### config.mk
export PLATFORM = sky130hd
export DESIGN_NAME = acb_regs
export DESIGN_NICKNAME = d
export VERILOG_FILES = /design/src/rtl/acb_pkg.sv /design/src/rtl/acb_regs.sv
export SDC_FILE = /design/constraint.sdc
export NUM_CORES = 1
export LEC_CHECK = 0
export BUFFER_PORTS_ARGS = -buffer_cell sky130_fd_sc_hd__buf_2
export CAP_MARGIN = 30
export CORE_UTILIZATION = 40
export CTS_BUF_LIST = sky130_fd_sc_hd__clkbuf_8
export DETAILED_ROUTE_END_ITERATION = 10
export SYNTH_ARGS = -nofsm -noshare
export SYNTH_HDL_FRONTEND = slang
export SYNTH_SLANG_ARGS = --single-unit
export TNS_END_PERCENT = 20
### constraint.sdc
create_clock -name clk -period 1.86 [get_ports clk]
set_input_delay 0.093 -clock clk [delete_from_list [all_inputs] [get_ports clk]]
set_output_delay 0.093 -clock clk [all_outputs]
set_load 0.02 [all_outputs]
### src/rtl/acb_pkg.sv
// Behaviour
// - mic bias level bits 6-4: 0 reference, 1 reference x1.096, 6 supply; rest reserved
// - full-scale select bits 1-0: 0 2.75 V, 1 2.5 V, 2 1.375 V; 3 reserved
// - input kind bit 7: 0 microphone, 1 line input; resets to 0
// - input source bits 6-5: 0 differential, 1 single-ended, 2 pulse-density; 3 reserved
// - coupling bit 4, analog only: 0 AC-coupled, 1 DC-coupled
// - impedance bits 3-2, analog only: 2.5, 10, 20 kilohm; code 3 reserved
// - enhancer bit 0: off disables both; on enables one chosen by register 108 bit 3
// - gain bits 7-2 give gain in dB for codes 0-42; 43-63 reserved
// - channel registers at page 0, 0x3c upward; first two reset to zero
// - third channel register at 0x3e resets to c9
package acb_pkg;
    // register map, page 0
    localparam logic [7:0] ACB_PAGE = 8'h00;
    localparam logic [7:0] ACB_OFS_BIAS = 8'h3b;
    localparam logic [7:0] ACB_OFS_CH_INPUT = 8'h3c;
    localparam logic [7:0] ACB_OFS_CH_GAIN = 8'h3d;
    localparam logic [7:0] ACB_OFS_CH_VOLUME = 8'h3e;
    // reset values
    localparam logic [7:0] ACB_RST_BIAS = 8'h00;
    localparam logic [7:0] ACB_RST_CH_INPUT = 8'h00;
    localparam logic [7:0] ACB_RST_CH_GAIN = 8'h00;
    localparam logic [7:0] ACB_RST_CH_VOLUME = 8'hc9;
    // writable bit masks, reserved bits cleared
    localparam logic [7:0] ACB_MASK_BIAS = 8'h73;
    localparam logic [7:0] ACB_MASK_CH_INPUT = 8'hfd;
    localparam logic [7:0] ACB_MASK_CH_GAIN = 8'hfc;
    localparam logic [7:0] ACB_MASK_CH_VOLUME = 8'hff;
    // field positions
    localparam int ACB_POS_BIAS_LEVEL = 4;
    localparam int ACB_POS_FULL_SCALE = 0;
    localparam int ACB_POS_KIND = 7;
    localparam int ACB_POS_SOURCE = 5;
    localparam int ACB_POS_COUPLING = 4;
    localparam int ACB_POS_IMPEDANCE = 2;
    localparam int ACB_POS_ENHANCER = 0;
    localparam int ACB_POS_GAIN = 2;
    localparam int ACB_POS_R108_SELECT = 3;
    // field codes
    localparam logic [2:0] ACB_BIAS_REF = 3'h0;
    localparam logic [2:0] ACB_BIAS_REF_X1096 = 3'h1;
    localparam logic [2:0] ACB_BIAS_SUPPLY = 3'h6;
    localparam logic [1:0] ACB_FS_2V75 = 2'h0;
    localparam logic [1:0] ACB_FS_2V5 = 2'h1;
    localparam logic [1:0] ACB_FS_1V375 = 2'h2;
    localparam logic [1:0] ACB_SRC_DIFF = 2'h0;
    localparam logic [1:0] ACB_SRC_SINGLE = 2'h1;
    localparam logic [1:0] ACB_SRC_PDM = 2'h2;
    localparam logic [1:0] ACB_IMP_2K5 = 2'h0;
    localparam logic [1:0] ACB_IMP_10K = 2'h1;
    localparam logic [1:0] ACB_IMP_20K = 2'h2;
    localparam logic [5:0] ACB_GAIN_MAX = 6'h2a;

    // control port request
    typedef struct packed {
        logic wr;
        logic rd;
        logic [7:0] page;
        logic [7:0] addr;
        logic [7:0] wdata;
    } acb_req_t;

    // decoded bias and reference selects
    typedef struct packed {
        logic bias_ref;
        logic bias_ref_x1096;
        logic bias_supply;
        logic fs_2v75;
        logic fs_2v5;
        logic fs_1v375;
    } acb_bias_t;

    // decoded channel controls
    typedef struct packed {
        logic line_input;
        logic src_diff;
        logic src_single;
        logic src_pdm;
        logic dc_coupled;
        logic imp_2k5;
        logic imp_10k;
        logic imp_20k;
        logic range_enhancer_en;
        logic auto_gain_loop_en;
        logic gain_valid;
        logic [5:0] gain_db;
        logic [7:0] volume;
    } acb_chan_t;
endpackage

### src/rtl/acb_regs.sv
`timescale 1ns/1ps
module acb_regs import acb_pkg::*; (
    // clock and reset
    input wire logic clk,
    input wire logic rst_n,
    // control port
    input acb_req_t req,
    output logic [7:0] rdata,
    output logic rvalid,
    output logic hit,
    // register 108 bit 3 from elsewhere in the bank
    input wire logic page0_register_108,
    // decoded controls
    output acb_bias_t bias_out,
    output acb_chan_t chan_out
);
    logic [7:0] bias_reg;
    logic [7:0] input_reg;
    logic [7:0] gain_reg;
    logic [7:0] volume_reg;
    logic sel_bias;
    logic sel_input;
    logic sel_gain;
    logic sel_volume;
    logic [7:0] next_rdata;
    logic [2:0] bias_level;
    logic [1:0] full_scale;
    logic [1:0] source;
    logic [1:0] impedance;
    logic [5:0] gain_code;
    logic analog_src;
    // registered decodes, one flip-flop per bit
    logic bias_ref;
    logic bias_ref_x1096;
    logic bias_supply;
    logic fs_2v75;
    logic fs_2v5;
    logic fs_1v375;
    logic line_input;
    logic src_diff;
    logic src_single;
    logic src_pdm;
    logic dc_coupled;
    logic imp_2k5;
    logic imp_10k;
    logic imp_20k;
    logic range_enhancer_en;
    logic auto_gain_loop_en;
    logic gain_valid;
    logic [5:0] gain_db;
    logic [7:0] volume;

    // address decode, page 0 only
    assign sel_bias = (req.page == ACB_PAGE) && (req.addr == ACB_OFS_BIAS);
    assign sel_input = (req.page == ACB_PAGE) && (req.addr == ACB_OFS_CH_INPUT);
    assign sel_gain = (req.page == ACB_PAGE) && (req.addr == ACB_OFS_CH_GAIN);
    assign sel_volume = (req.page == ACB_PAGE) && (req.addr == ACB_OFS_CH_VOLUME);
    assign hit = sel_bias | sel_input | sel_gain | sel_volume;

    // bias and full-scale register, reserved bits held at zero
    always_ff @(posedge clk) begin
        if (!rst_n) begin
            bias_reg <= ACB_RST_BIAS;
        end else if (req.wr && sel_bias) begin
            bias_reg <= req.wdata & ACB_MASK_BIAS;
        end
    end

    // channel input register
    always_ff @(posedge clk) begin
        if (!rst_n) begin
            input_reg <= ACB_RST_CH_INPUT;
        end else if (req.wr && sel_input) begin
            input_reg <= req.wdata & ACB_MASK_CH_INPUT;
        end
    end

    // channel gain register
    always_ff @(posedge clk) begin
        if (!rst_n) begin
            gain_reg <= ACB_RST_CH_GAIN;
        end else if (req.wr && sel_gain) begin
            gain_reg <= req.wdata & ACB_MASK_CH_GAIN;
        end
    end

    // channel volume register
    always_ff @(posedge clk) begin
        if (!rst_n) begin
            volume_reg <= ACB_RST_CH_VOLUME;
        end else if (req.wr && sel_volume) begin
            volume_reg <= req.wdata & ACB_MASK_CH_VOLUME;
        end
    end

    // read mux, unmapped addresses read zero
    always_comb begin
        next_rdata = 8'h00;
        if (sel_bias) begin
            next_rdata = bias_reg;
        end else if (sel_input) begin
            next_rdata = input_reg;
        end else if (sel_gain) begin
            next_rdata = gain_reg;
        end else if (sel_volume) begin
            next_rdata = volume_reg;
        end
    end

    // read data one cycle after the read request
    always_ff @(posedge clk) begin
        if (!rst_n) begin
            rdata <= 8'h00;
            rvalid <= 1'b0;
        end else begin
            rvalid <= req.rd;
            if (req.rd) begin
                rdata <= next_rdata;
            end
        end
    end

    // field extraction
    assign bias_level = bias_reg[ACB_POS_BIAS_LEVEL +: 3];
    assign full_scale = bias_reg[ACB_POS_FULL_SCALE +: 2];
    assign source = input_reg[ACB_POS_SOURCE +: 2];
    assign impedance = input_reg[ACB_POS_IMPEDANCE +: 2];
    assign gain_code = gain_reg[ACB_POS_GAIN +: 6];
    assign analog_src = (source == ACB_SRC_DIFF) || (source == ACB_SRC_SINGLE);

    // bias at the reference level; reserved codes select nothing
    always_ff @(posedge clk) begin
        if (!rst_n) begin
            bias_ref <= 1'b0;
        end else begin
            bias_ref <= (bias_level == ACB_BIAS_REF);
        end
    end

    // bias at the raised reference
    always_ff @(posedge clk) begin
        if (!rst_n) begin
            bias_ref_x1096 <= 1'b0;
        end else begin
            bias_ref_x1096 <= (bias_level == ACB_BIAS_REF_X1096);
        end
    end

    // bias taken straight from the analog supply
    always_ff @(posedge clk) begin
        if (!rst_n) begin
            bias_supply <= 1'b0;
        end else begin
            bias_supply <= (bias_level == ACB_BIAS_SUPPLY);
        end
    end

    // widest full-scale reference
    always_ff @(posedge clk) begin
        if (!rst_n) begin
            fs_2v75 <= 1'b0;
        end else begin
            fs_2v75 <= (full_scale == ACB_FS_2V75);
        end
    end

    // middle full-scale reference
    always_ff @(posedge clk) begin
        if (!rst_n) begin
            fs_2v5 <= 1'b0;
        end else begin
            fs_2v5 <= (full_scale == ACB_FS_2V5);
        end
    end

    // lowest full-scale reference, for low supplies
    always_ff @(posedge clk) begin
        if (!rst_n) begin
            fs_1v375 <= 1'b0;
        end else begin
            fs_1v375 <= (full_scale == ACB_FS_1V375);
        end
    end

    // line rather than microphone input
    always_ff @(posedge clk) begin
        if (!rst_n) begin
            line_input <= 1'b0;
        end else begin
            line_input <= input_reg[ACB_POS_KIND];
        end
    end

    // differential analog source
    always_ff @(posedge clk) begin
        if (!rst_n) begin
            src_diff <= 1'b0;
        end else begin
            src_diff <= (source == ACB_SRC_DIFF);
        end
    end

    // single-ended analog source
    always_ff @(posedge clk) begin
        if (!rst_n) begin
            src_single <= 1'b0;
        end else begin
            src_single <= (source == ACB_SRC_SINGLE);
        end
    end

    // pulse-density microphone source
    always_ff @(posedge clk) begin
        if (!rst_n) begin
            src_pdm <= 1'b0;
        end else begin
            src_pdm <= (source == ACB_SRC_PDM);
        end
    end

    // coupling only steers an analog input
    always_ff @(posedge clk) begin
        if (!rst_n) begin
            dc_coupled <= 1'b0;
        end else begin
            dc_coupled <= analog_src && input_reg[ACB_POS_COUPLING];
        end
    end

    // lowest impedance, analog sources only
    always_ff @(posedge clk) begin
        if (!rst_n) begin
            imp_2k5 <= 1'b0;
        end else begin
            imp_2k5 <= analog_src && (impedance == ACB_IMP_2K5);
        end
    end

    // middle impedance, analog sources only
    always_ff @(posedge clk) begin
        if (!rst_n) begin
            imp_10k <= 1'b0;
        end else begin
            imp_10k <= analog_src && (impedance == ACB_IMP_10K);
        end
    end

    // highest impedance; reserved code 3 picks none
    always_ff @(posedge clk) begin
        if (!rst_n) begin
            imp_20k <= 1'b0;
        end else begin
            imp_20k <= analog_src && (impedance == ACB_IMP_20K);
        end
    end

    // enhancer bit hands the loop to register 108 bit 3
    always_ff @(posedge clk) begin
        if (!rst_n) begin
            range_enhancer_en <= 1'b0;
        end else begin
            range_enhancer_en <= input_reg[ACB_POS_ENHANCER] && !page0_register_108;
        end
    end

    // gain loop takes the enhancer bit when register 108 bit 3 is set
    always_ff @(posedge clk) begin
        if (!rst_n) begin
            auto_gain_loop_en <= 1'b0;
        end else begin
            auto_gain_loop_en <= input_reg[ACB_POS_ENHANCER] && page0_register_108;
        end
    end

    // reserved gain codes flagged as invalid
    always_ff @(posedge clk) begin
        if (!rst_n) begin
            gain_valid <= 1'b0;
        end else begin
            gain_valid <= (gain_code <= ACB_GAIN_MAX);
        end
    end

    // reserved gain codes fall back to 0 dB
    always_ff @(posedge clk) begin
        if (!rst_n) begin
            gain_db <= 6'h00;
        end else begin
            gain_db <= (gain_code <= ACB_GAIN_MAX) ? gain_code : 6'h00;
        end
    end

    // volume byte passes through untouched
    always_ff @(posedge clk) begin
        if (!rst_n) begin
            volume <= 8'h00;
        end else begin
            volume <= volume_reg;
        end
    end

    // bias decodes gathered in struct order
    assign bias_out = {
        bias_ref,
        bias_ref_x1096,
        bias_supply,
        fs_2v75,
        fs_2v5,
        fs_1v375
    };

    // channel decodes gathered in struct order
    assign chan_out = {
        line_input,
        src_diff,
        src_single,
        src_pdm,
        dc_coupled,
        imp_2k5,
        imp_10k,
        imp_20k,
        range_enhancer_en,
        auto_gain_loop_en,
        gain_valid,
        gain_db,
        volume
    };
endmodule // acb_regs

# [Word level (Yosys, flattened, before mapping)]
# Index checks and enable logic that the tools add are counted.
[totals] reg_bits=66 latch_bits=0 ram_bits=0 romBits=0 in_bits=29 out_inout_bits=41 memories=0
[op_classes] add_sub_neg=0 mul=0 n_div=0 order_cmp=1 n_eq_ne=12 shifts=0 n_mux=4 bitwise=3 reduce_logical=22
[ops] cell="== test 8 x 6 -> 1 bit (second input constant)" count=4
[ops] cell="two-way mux 8 bit" count=4
[ops] cell="logical AND 1 bit" count=14
[ops] cell="zero test 8 bit" count=1
[ops] cell="== test 2 x 1 -> 1 bit (second input constant)" count=3
[ops] cell="== test 2 bit (second input constant)" count=3
[ops] cell="less-or-equal comparator 6 bit (second input constant)" count=1
[ops] cell="zero test 2 bit" count=3
[ops] cell="== test 3 x 1 -> 1 bit (second input constant)" count=1
[ops] cell="== test 3 bit (second input constant)" count=1
[ops] cell="zero test 3 bit" count=1
[ops] cell="OR 1 bit" count=3
[ops] cell="AND reduction 2 bit" count=1
[ops] cell="zero test 1 bit" count=1
[ops] cell="logical OR 1 bit" count=1

# [Logic depth before layout (Yosys ltp)]
# Gate-level depths: netlist of the first run.
[depth] depth_word=6 ltp_mapped=6 mapped_depth_nobuf=4

# [Worst setup path before layout of the first run]
# Ideal clock, no wire load.
[synth_path] path_kind="reg2reg" from="reg gain_reg[3]" to="reg gain_db[0]" arrival_ns=1.122 setup_slack_ns=0.678 stages_incl_launch_ff=5 n_path_buf=0 synth_period_minus_slack_ns=1.182 path_cell_list="dfxtp_1 -> a21o_1 -> a21o_1 -> a21boi_0 -> and2_1"
[synth_between] elab_chain_len=2
[synth_rtl] item="start: declaration" line="acb_regs.sv:19" rtl="logic [7:0] gain_reg;"
[synth_rtl] item="start signal: assignment" line="acb_regs.sv:83" rtl="gain_reg <= req.wdata & ACB_MASK_CH_GAIN;"
[synth_rtl] item="less-or-equal comparator 6 bit" line="acb_regs.sv:289" rtl="gain_db <= (gain_code <= ACB_GAIN_MAX) ? gain_code : 6'h00;"
[synth_rtl] item="AND reduction 2 bit (no source line)"
[synth_rtl] item="end signal: assignment" line="acb_regs.sv:289"
[synth_rtl] item="end: declaration" line="acb_regs.sv:50" rtl="logic [5:0] gain_db;"
# Every way passes these cells.
# A chain may end at the register's enable or synchronous reset.

# [Worst setup path in the final report of the first run]
[layout_path] from="reg gain_reg[3]" to="reg gain_db[2]"
# Same word-level chain as after synthesis.

==> flow_summary.ini, run 1 <==
[outcome]
outcome = finished, violations left
violations = design-rule violations

[logic_synthesis]
synthCells = 283
postSynthAreaPerCell_um2 = 9.634
synth_cell_types = 42
synthArstFlopShare = 0
muxShareOfSynthArea = 0.06746
synth.area.top_cells = dfxtp_1 48%, nand3_1 5.9%, mux2i_1 5.5%
ys_ff_latch = 66
yosys_warnings = 0
synth_top_family_by_area = simple AND/OR/NAND/NOR gates
syn-cell-area_mm2 = 0.002726
syn-num-nets = 312
ys_seq_area_frac = 0.4846
synth_top_area_frac = 0.4846
yosysTopAreaCell = dfxtp_1
yosys.area_share.xor_xnor = 0
synth-edff-count = 0
synth-simple-area-share = 0.2162
synthAdderAreaFrac = 0
synth_top_flop_cell = dfxtp_1
synth-compound-area-share = 0.1404

[sta]
rsz0062_at_grt = false
setup_tns_ns = 0
whs_ns = 0.02347
fin_ws_ns = 0.4953
fin_crit_ns = 1.365
skew_ns = 0.006699
finalHoldViolations = 0
slew_violations = 0
tightestPinTransition_ns = 0.5173
slew_headroom = 0.6520
fin_crit_sh = 0.7337
setup_viol = 0
fmax_ghz = 0.7327

[placement]
numPortBuffers = 69
preCtsSetupSlack_ns = 0.3585
hpwl_um = 4298
placedInstanceArea_mm2 = 0.002990
gp_congestion = 0.8042
placedCellCount = 401

[cells_and_area]
nNetsFinal = 365
layout_commonest_cell = buf_2
layout-drive-gt1-share = 0.2991
largest_reg_flops = 16
final_cell_mix = 69 x buf_2, 66 x dfxtp_1, 32 x nand3_1
syn2layout_area_growth_pct = 16.84
design_area_mm2 = 0.003186
fin_cells = 418
antenna_cells = 0

[floorplan]
dieHeight_um = 84.56
io_pins = 70
core-area_mm2 = 0.006459
die_area_mm2 = 0.007150
rows = 29
fp.dieW_um = 84.56
initial_core_util = 0.4221

[clocking]
cts_resized = 0
holdBufCountCts = 1
clockBufferDepth = 2
cts.sinks = 66
cts_made_buffers = 9
cts_setup_buffers = 0
cts_tree = built
clockRootBuffer = clkbuf_8
clk_pin_slew_ns = 0.07
htreeDepth = 3
clock_latency_ns = 0.35

[global_routing]
overflow = 0
grt_pass1_wl_um = 9425
antenna_found_initial = 0
grt_usage = 0.1756
grt_pass1_vias = 1905
gr-usage-met3 = 0.04425
top_usage_layer = met2
gr-usage-met1 = 0.2289
use_met2 = 0.2639
grt_max_degree = 30

[worst_setup_path]
cp_top_family = compound AO/OA/AOI/OAI gates
slowest_delay_ns = 0.43
crit_type = reg -> reg
path_max_fanout = 7
arrival_ns = 1.66
crit_slowest_cell = a21boi_0
cp.required_ns = 2.15
path_buf_inv = 0
critPathMostFrequentCell = a21o_1
crit_chain = a21o_1 > a21o_1 > a21boi_0 > and2_1
critPathCaptureType = flip-flop
start_kind = flip-flop

[route]
wl_per_cell_um = 14.26
wirelength_um = 5961
drt-initial-drc-count = 99
firstDrtPassIters = 7
vias_per_cell = 5.077
drc = 8
vias = 2122
ant_nets = 0

[pwr]
sw_frac_of_total = 0.2351
p_int_mw = 2.098
leakagePower_nw = 1.367
clockPowerShare = 0.414
p_seq_frac = 0.521
p_per_area_mw_per_mm2 = 861.1
irDropWorstVdd_v = 0.0004412
p_switching_mw = 0.6448
combPwrFrac = 0.065

[hold_path]
min_path_type = in -> reg

[flow_run]
maxCapViolations = 0
-- metal layers --
layer,vias to the layer above,wire length [um]
met4,0,98
li1,1081,-
met5,-,0
met2,61,2613
met1,972,2941
met3,8,308
-- cells in the mapped netlist (all sizes together), types with 2 or more instances --
| master | instances |
|---|---|
| nor2 | 5 |
| mux2i | 15 |
| a21o | 2 |
| a21boi | 21 |
| mux2 | 3 |
| clkbuf | 11 |
| dfxtp | 66 |
| inv | 5 |
| nand2 | 21 |
| and3 | 3 |
| nor3 | 5 |
| o2bb2ai | 6 |
| nand3 | 32 |
| and2 | 18 |
| buf | 24 |
| o21ai | 22 |
| nand4 | 2 |
| nor3b | 5 |
| nor2b | 2 |
| and4bb | 2 |
-- final cells by class --
class,instances,area (um2)
Timing Repair Buffer,77,407.9
Tap cell,77,96.34
Clock buffer,9,123.9
Multi-Input combinational cell,177,1156
Sequential cell,66,1321
Fill cell,627,3273
Clock inverter,7,61.31
Inverter,5,18.77
-- kinds of logic (layout without fill, tap and decap cells) --
family / Yosys count / count (layout)
and+or+nand+nor: 102 / 102
muxes: 18 / 18
DFF: 66 / 66
buffers and inverters: 40 / 98
AOI/OAI and AO/OA: 57 / 57
-- power by group through the flow --
stage                     Sequential, mW  Combinational, mW  Clock (mW)
final                               1.43              0.178        1.14
after global routing                1.43              0.194        1.23
after CTS                           1.43              0.179        1.16
after detailed placement            1.46              0.177           0
after global placement              1.46              0.175           0
after floorplan                     1.47             0.0984           0
-- worst register-to-register path, stage by stage, from the launching register on --
cell and delay, ns:
dfxtp_1 0.34, a21o_1 0.18, a21o_1 0.16, a21boi_0 0.43, and2_1 0.21
-- per-stage QoR --
stage / total power, mW / utilization
finish: 2.743 / 0.4932
global route: 2.849 / 0.4932
CTS: 2.768 / 0.4932
detailed placement: 1.638 / 0.4630
global placement: 1.637 / 0.4630
floorplan: 1.569 / -
-- final timing paths --
kind	start	cells past startpoint	slack [ns]	endpoint
hold reg to reg	input_reg[4]$_SDFFE_PN0P_	2	0.45	dc_coupled$_SDFF_PN0_
setup / recovery	gain_reg[3]$_SDFFE_PN0P_	4	0.50	gain_db[2]$_SDFF_PN0_
setup reg to reg	gain_reg[3]$_SDFFE_PN0P_	4	0.50	gain_db[2]$_SDFF_PN0_
hold / removal	req[1]	3	0.02	bias_reg[1]$_SDFFE_PN0P_
(Power assumes the default switching activity.)
==> inputs of run 2 (changes only) <==
==> constraint.sdc (replaced) <==
create_clock -name clk -period 1.27 [get_ports clk]
set_input_delay 0.0635 -clock clk [delete_from_list [all_inputs] [get_ports clk]]
set_output_delay 0.0635 -clock clk [all_outputs]
set_load 0.02 [all_outputs]
==> run 2 against run 1 <==
The run still ends with design-rule violations left. Sequential share of layout area decreased by 1.3 points. Die area unchanged. Maximum frequency up 19%. Routed wire length up 3.0%. Non-clock buffer count increased by 12. Critical path depth is 1 higher. Count of clock-buffer cells in the layout rose by 1. Sequential power rose by 46%. Register-to-register slack worse by 0.37 ns.
==> flow_summary.ini, run 2 (synthesized netlist as in run 1, its figures left out) <==
[outcome]
outcome = finished, violations left
violations = design-rule violations

[route]
drt-initial-drc-count = 138
wl_per_cell_um = 14.31
ant_nets = 0
drc = 8
vias = 2173
vias_per_cell = 5.065
firstDrtPassIters = 7
wirelength_um = 6139

[sta]
fin_crit_ns = 1.150
tightestPinTransition_ns = 0.3658
slew_headroom = 0.7553
slew_violations = 0
setup_viol = 0
fin_crit_sh = 0.9053
fmax_ghz = 0.8698
fin_ws_ns = 0.1203
whs_ns = 0.01849
setup_tns_ns = 0
skew_ns = 0.005812
rsz0062_at_grt = false
finalHoldViolations = 0

[flow_run]
maxCapViolations = 0

[clocking]
clk_pin_slew_ns = 0.07
cts.sinks = 66
cts_made_buffers = 9
clock_latency_ns = 0.34
clockBufferDepth = 2
cts_tree = built
htreeDepth = 3
cts_resized = 0
clockRootBuffer = clkbuf_8

[worst_setup_path]
crit_type = reg -> reg
crit_chain = a21o_1 > a21o_1 > a21boi_0 > buf_4 > and2_1
path_max_fanout = 7
arrival_ns = 1.43
slowest_delay_ns = 0.32
rrSetupSlack_ns = 0.12
crit_slowest_cell = dfxtp_1
critPathMostFrequentCell = a21o_1
start_kind = flip-flop
cp.required_ns = 1.55
critPathCaptureType = flip-flop

[placement]
gp_congestion = 0.8708
hpwl_um = 4368
preCtsSetupSlack_ns = -0.1293
numPortBuffers = 69
placedCellCount = 412
placedInstanceArea_mm2 = 0.003085

[floorplan]
core-area_mm2 = 0.006459
initial_core_util = 0.4221
dieHeight_um = 84.56
fp.dieW_um = 84.56
die_area_mm2 = 0.007150
io_pins = 70
rows = 29

[global_routing]
grt_usage = 0.1828
grt_pass1_wl_um = 9922
grt_pass1_vias = 1990
overflow = 0
grt_max_degree = 27
antenna_found_initial = 0

[pwr]
p_switching_mw = 0.9282
clockPowerShare = 0.415
combPwrFrac = 0.069
leakagePower_nw = 1.434
p_per_area_mw_per_mm2 = 1234
p_int_mw = 3.134
p_seq_frac = 0.515
irDropWorstVdd_v = 0.0005698
sw_frac_of_total = 0.2285

[hold_path]
min_path_type = in -> reg

[cells_and_area]
regArea_mm2 = 0.001321
layout-drive-gt1-share = 0.3153
syn2layout_area_growth_pct = 20.70
n_fill_cell = 642
final_cell_mix = 69 x buf_2, 66 x dfxtp_1, 32 x nand3_1
layout_commonest_cell = buf_2
antenna_cells = 0
multi_input_area_mm2 = 0.001156
largest_reg_flops = 16
nNetsFinal = 377
fin_cells = 429
design_area_mm2 = 0.003291
==> run 2: cell count changes in the layout (fill, tap and decap cells not counted), sizes merged <==
cell and change:
clkbuf +1, dlygate4sd3 +1, clkinvlp -1, clkinv -2, inv +1, buf +11
==> run 2: power by group through the flow <==
stage | clock, mW | combinational, mW | sequential, mW
final | 1.69 | 0.281 | 2.09
after global routing | 1.82 | 0.303 | 2.09
after CTS | 1.72 | 0.281 | 2.09
after detailed placement | 0 | 0.276 | 2.14
after global placement | 0 | 0.275 | 2.14
after floorplan | 0 | 0.144 | 2.15
==> run 2: through the flow <==
step | power, mW | utilization
after global routing | 4.213 | 0.5095
after CTS | 4.096 | 0.5095
after global placement | 2.415 | 0.4777
final | 4.062 | 0.5095
after detailed placement | 2.416 | 0.4777
after floorplan | 2.299 | -
==> run 2: final timing paths <==
| path | endpoint | cells after the start | from |
|---|---|---|---|
| max | gain_db[4]$_SDFF_PN0_ | 5 | gain_reg[3]$_SDFFE_PN0P_ |
| min | volume_reg[0]$_SDFFE_PN1P_ | 3 | req[0] |
| max reg2reg | gain_db[4]$_SDFF_PN0_ | 5 | gain_reg[3]$_SDFFE_PN0P_ |
| min reg2reg | dc_coupled$_SDFF_PN0_ | 2 | input_reg[4]$_SDFFE_PN0P_ |
==> run 2: area by class of cell <==
| cell class | count | area share |
|---|---|---|
| Timing Repair Buffer | 89 | 0.1559 |
| Multi-Input combinational cell | 177 | 0.3513 |
| Clock inverter | 5 | 0.01445 |
| Inverter | 5 | 0.005703 |
| Sequential cell | 66 | 0.4015 |
| Tap cell | 77 | 0.02928 |
| Clock buffer | 10 | 0.04183 |
==> run 2: routing by layer <==
metal  track usage  up-vias  part of all wire
met1        0.2489      991              0.47
met5             0        -                 0
met2        0.2698       78              0.44
met3       0.04130       10             0.064
met4       0.09707        0             0.021
li1              -     1094                 -
==> run 2: repair_timing <==
item,4_1_cts,5_1_grt
endpoints found under the hold margin,3,0
buffers inserted,0,0
hold buffers,2,0
==> run 2: worst max-delay path: cells and delay by family (launching register included) <==
kind / cells / cell delay (ns)
buf+inv: 1 / 0.16
flops: 1 / 0.32
compound gates: 3 / 0.51
simple gates: 1 / 0.12
==> inputs of run 3 (changes only) <==
--- a/config.mk
+++ b/config.mk
@@ -10,6 +10,7 @@
 export CORE_UTILIZATION = 40
 export CTS_BUF_LIST = sky130_fd_sc_hd__clkbuf_8
 export DETAILED_ROUTE_END_ITERATION = 10
+export REMOVE_ABC_BUFFERS = 1
 export SYNTH_ARGS = -nofsm -noshare
 export SYNTH_HDL_FRONTEND = slang
 export SYNTH_SLANG_ARGS = --single-unit
==> run 3 against run 2 <==
The flow still finishes with violations (design-rule violations). Sequential power about the same. Global-route usage up 0.78 points. Die area did not move. Sequential share of layout area shrank 1.1 points. Maximum frequency is 0.50% higher. Via count rose by 3.8%. Final cell count rose by 2.8%. Combinational power is 7.1% higher. Utilization grew 1.5 points.
==> flow_summary.ini, run 3 (synthesized netlist as in run 1, its figures left out) <==
[outcome]
outcome = finished, violations left
violations = design-rule violations

[worst_setup_path]
critPathMostFrequentCell = buf_2
cp_top_family = simple AND/OR/NAND/NOR gates
crit_slowest_cell = nor4_4
path_max_fanout = 3
crit_chain = buf_2 > nor4_4 > nand4_2 > buf_4 > a21oi_1 > buf_2
path_buf_inv = 3
slowest_delay_ns = 0.32
crit_type = in -> out
cp.required_ns = 1.21
start_kind = input pin
arrival_ns = 1.08
critPathCaptureType = output pin

[route]
wirelength_um = 6258
vias = 2255
drt-initial-drc-count = 120
firstDrtPassIters = 7
drc = 12
ant_nets = 0
vias_per_cell = 5.113
wl_per_cell_um = 14.19

[pwr]
leakagePower_nw = 1.474
p_seq_frac = 0.533
clockPowerShare = 0.390
p_int_mw = 2.967
power_mw = 3.924
irDropWorstVdd_v = 0.0005639
sw_frac_of_total = 0.2439
p_per_area_mw_per_mm2 = 1159
p_switching_mw = 0.9569
combPwrFrac = 0.077

[global_routing]
grt_pass1_vias = 2163
gr-usage-met1 = 0.2459
antenna_found_initial = 0
grt_pass1_wl_um = 10410
grt_max_degree = 31
gr-usage-met3 = 0.04130
use_met2 = 0.3016
top_usage_layer = met2
overflow = 0
grt_usage = 0.1906

[cells_and_area]
fin_util = 0.5240
largest_reg_flops = 16
nNetsFinal = 388
syn2layout_area_growth_pct = 24.14
antenna_cells = 0
layout_commonest_cell = buf_2
regArea_mm2 = 0.001321
multi_input_area_mm2 = 0.001156
layout-drive-gt1-share = 0.3269
final_cell_mix = 69 x buf_2, 66 x dfxtp_1, 32 x nand3_1
n_fill_cell = 611

[sta]
rsz0062_at_grt = false
whs_ns = 0.01529
slew_violations = 0
slew_headroom = 0.7421
fin_ws_ns = 0.1260
skew_ns = 0.009182
setup_viol = 0
tightestPinTransition_ns = 0.3857
fin_crit_sh = 0.9008
fin_crit_ns = 1.144
fmax_ghz = 0.8741
finalHoldViolations = 0
setup_tns_ns = 0

[clocking]
clockBufferDepth = 2
cts_tree = built
cts_resized = 0
cts_made_buffers = 9
clock_latency_ns = 0.34
clk_pin_slew_ns = 0.07
htreeDepth = 3
clockRootBuffer = clkbuf_8
cts.sinks = 66

[placement]
numPortBuffers = 69
gp_congestion = 0.8356
preCtsSetupSlack_ns = -0.1451
hpwl_um = 4444

[floorplan]
initial_core_util = 0.4221
rows = 29
dieHeight_um = 84.56
core-area_mm2 = 0.006459
fp.dieW_um = 84.56
die_area_mm2 = 0.007150
io_pins = 70

[flow_run]
maxCapViolations = 0

[hold_path]
min_path_type = in -> reg
-- run 3: what timing repair did --
action,in CTS,in global routing
setup endpoints to repair,0,1
setup buffers,0,1
hold buffers,7,0
endpoints found under the hold margin,10,0
-- run 3: final timing paths --
check | from | slack [ns] | cells past startpoint | end
max | req[17] | 0.13 | 6 | hit
min | req[4] | 0.02 | 3 | volume_reg[4]$_SDFFE_PN0P_
max reg2reg | gain_reg[3]$_SDFFE_PN0P_ | 0.13 | 5 | gain_db[0]$_SDFF_PN0_
min reg2reg | input_reg[4]$_SDFFE_PN0P_ | 0.46 | 2 | dc_coupled$_SDFF_PN0_
-- run 3: cell type report --
cell class / instances / area share
repair buffers: 100 / 0.1834
inverters: 5 / 0.005545
multi-input cells: 177 / 0.3416
flip-flops and latches: 66 / 0.3904
clock inverters: 6 / 0.009982
clock buffers: 10 / 0.04067
well taps: 77 / 0.02847
-- run 3: metrics by stage --
step | cells | cell area, um2
global placement | 417 | 3136
CTS | 440 | 3377
finish | 441 | 3385
global route | 441 | 3385
detailed placement | 417 | 3136
floorplan | 248 | 2496
-- run 3: power by group through the flow --
stage | Clock [mW] | Combinational (mW) | Sequential, mW
floorplan | 0 | 0.0815 | 2.17
global placement | 0 | 0.285 | 2.14
detailed placement | 0 | 0.285 | 2.14
CTS | 1.57 | 0.302 | 2.09
global route | 1.67 | 0.330 | 2.09
finish | 1.53 | 0.301 | 2.09
-- run 3: worst min-delay path, cell delays in order --
cell      delay [ns]
buf_2           0.13
nand3_1         0.06
a21boi_0        0.07
-- run 3: per-layer routing --
layer / up-vias / wire, um
li1: 1127 / -
met1: 1048 / 2804
met2: 70 / 2903
met3: 10 / 417
met4: 0 / 133
met5: - / 0
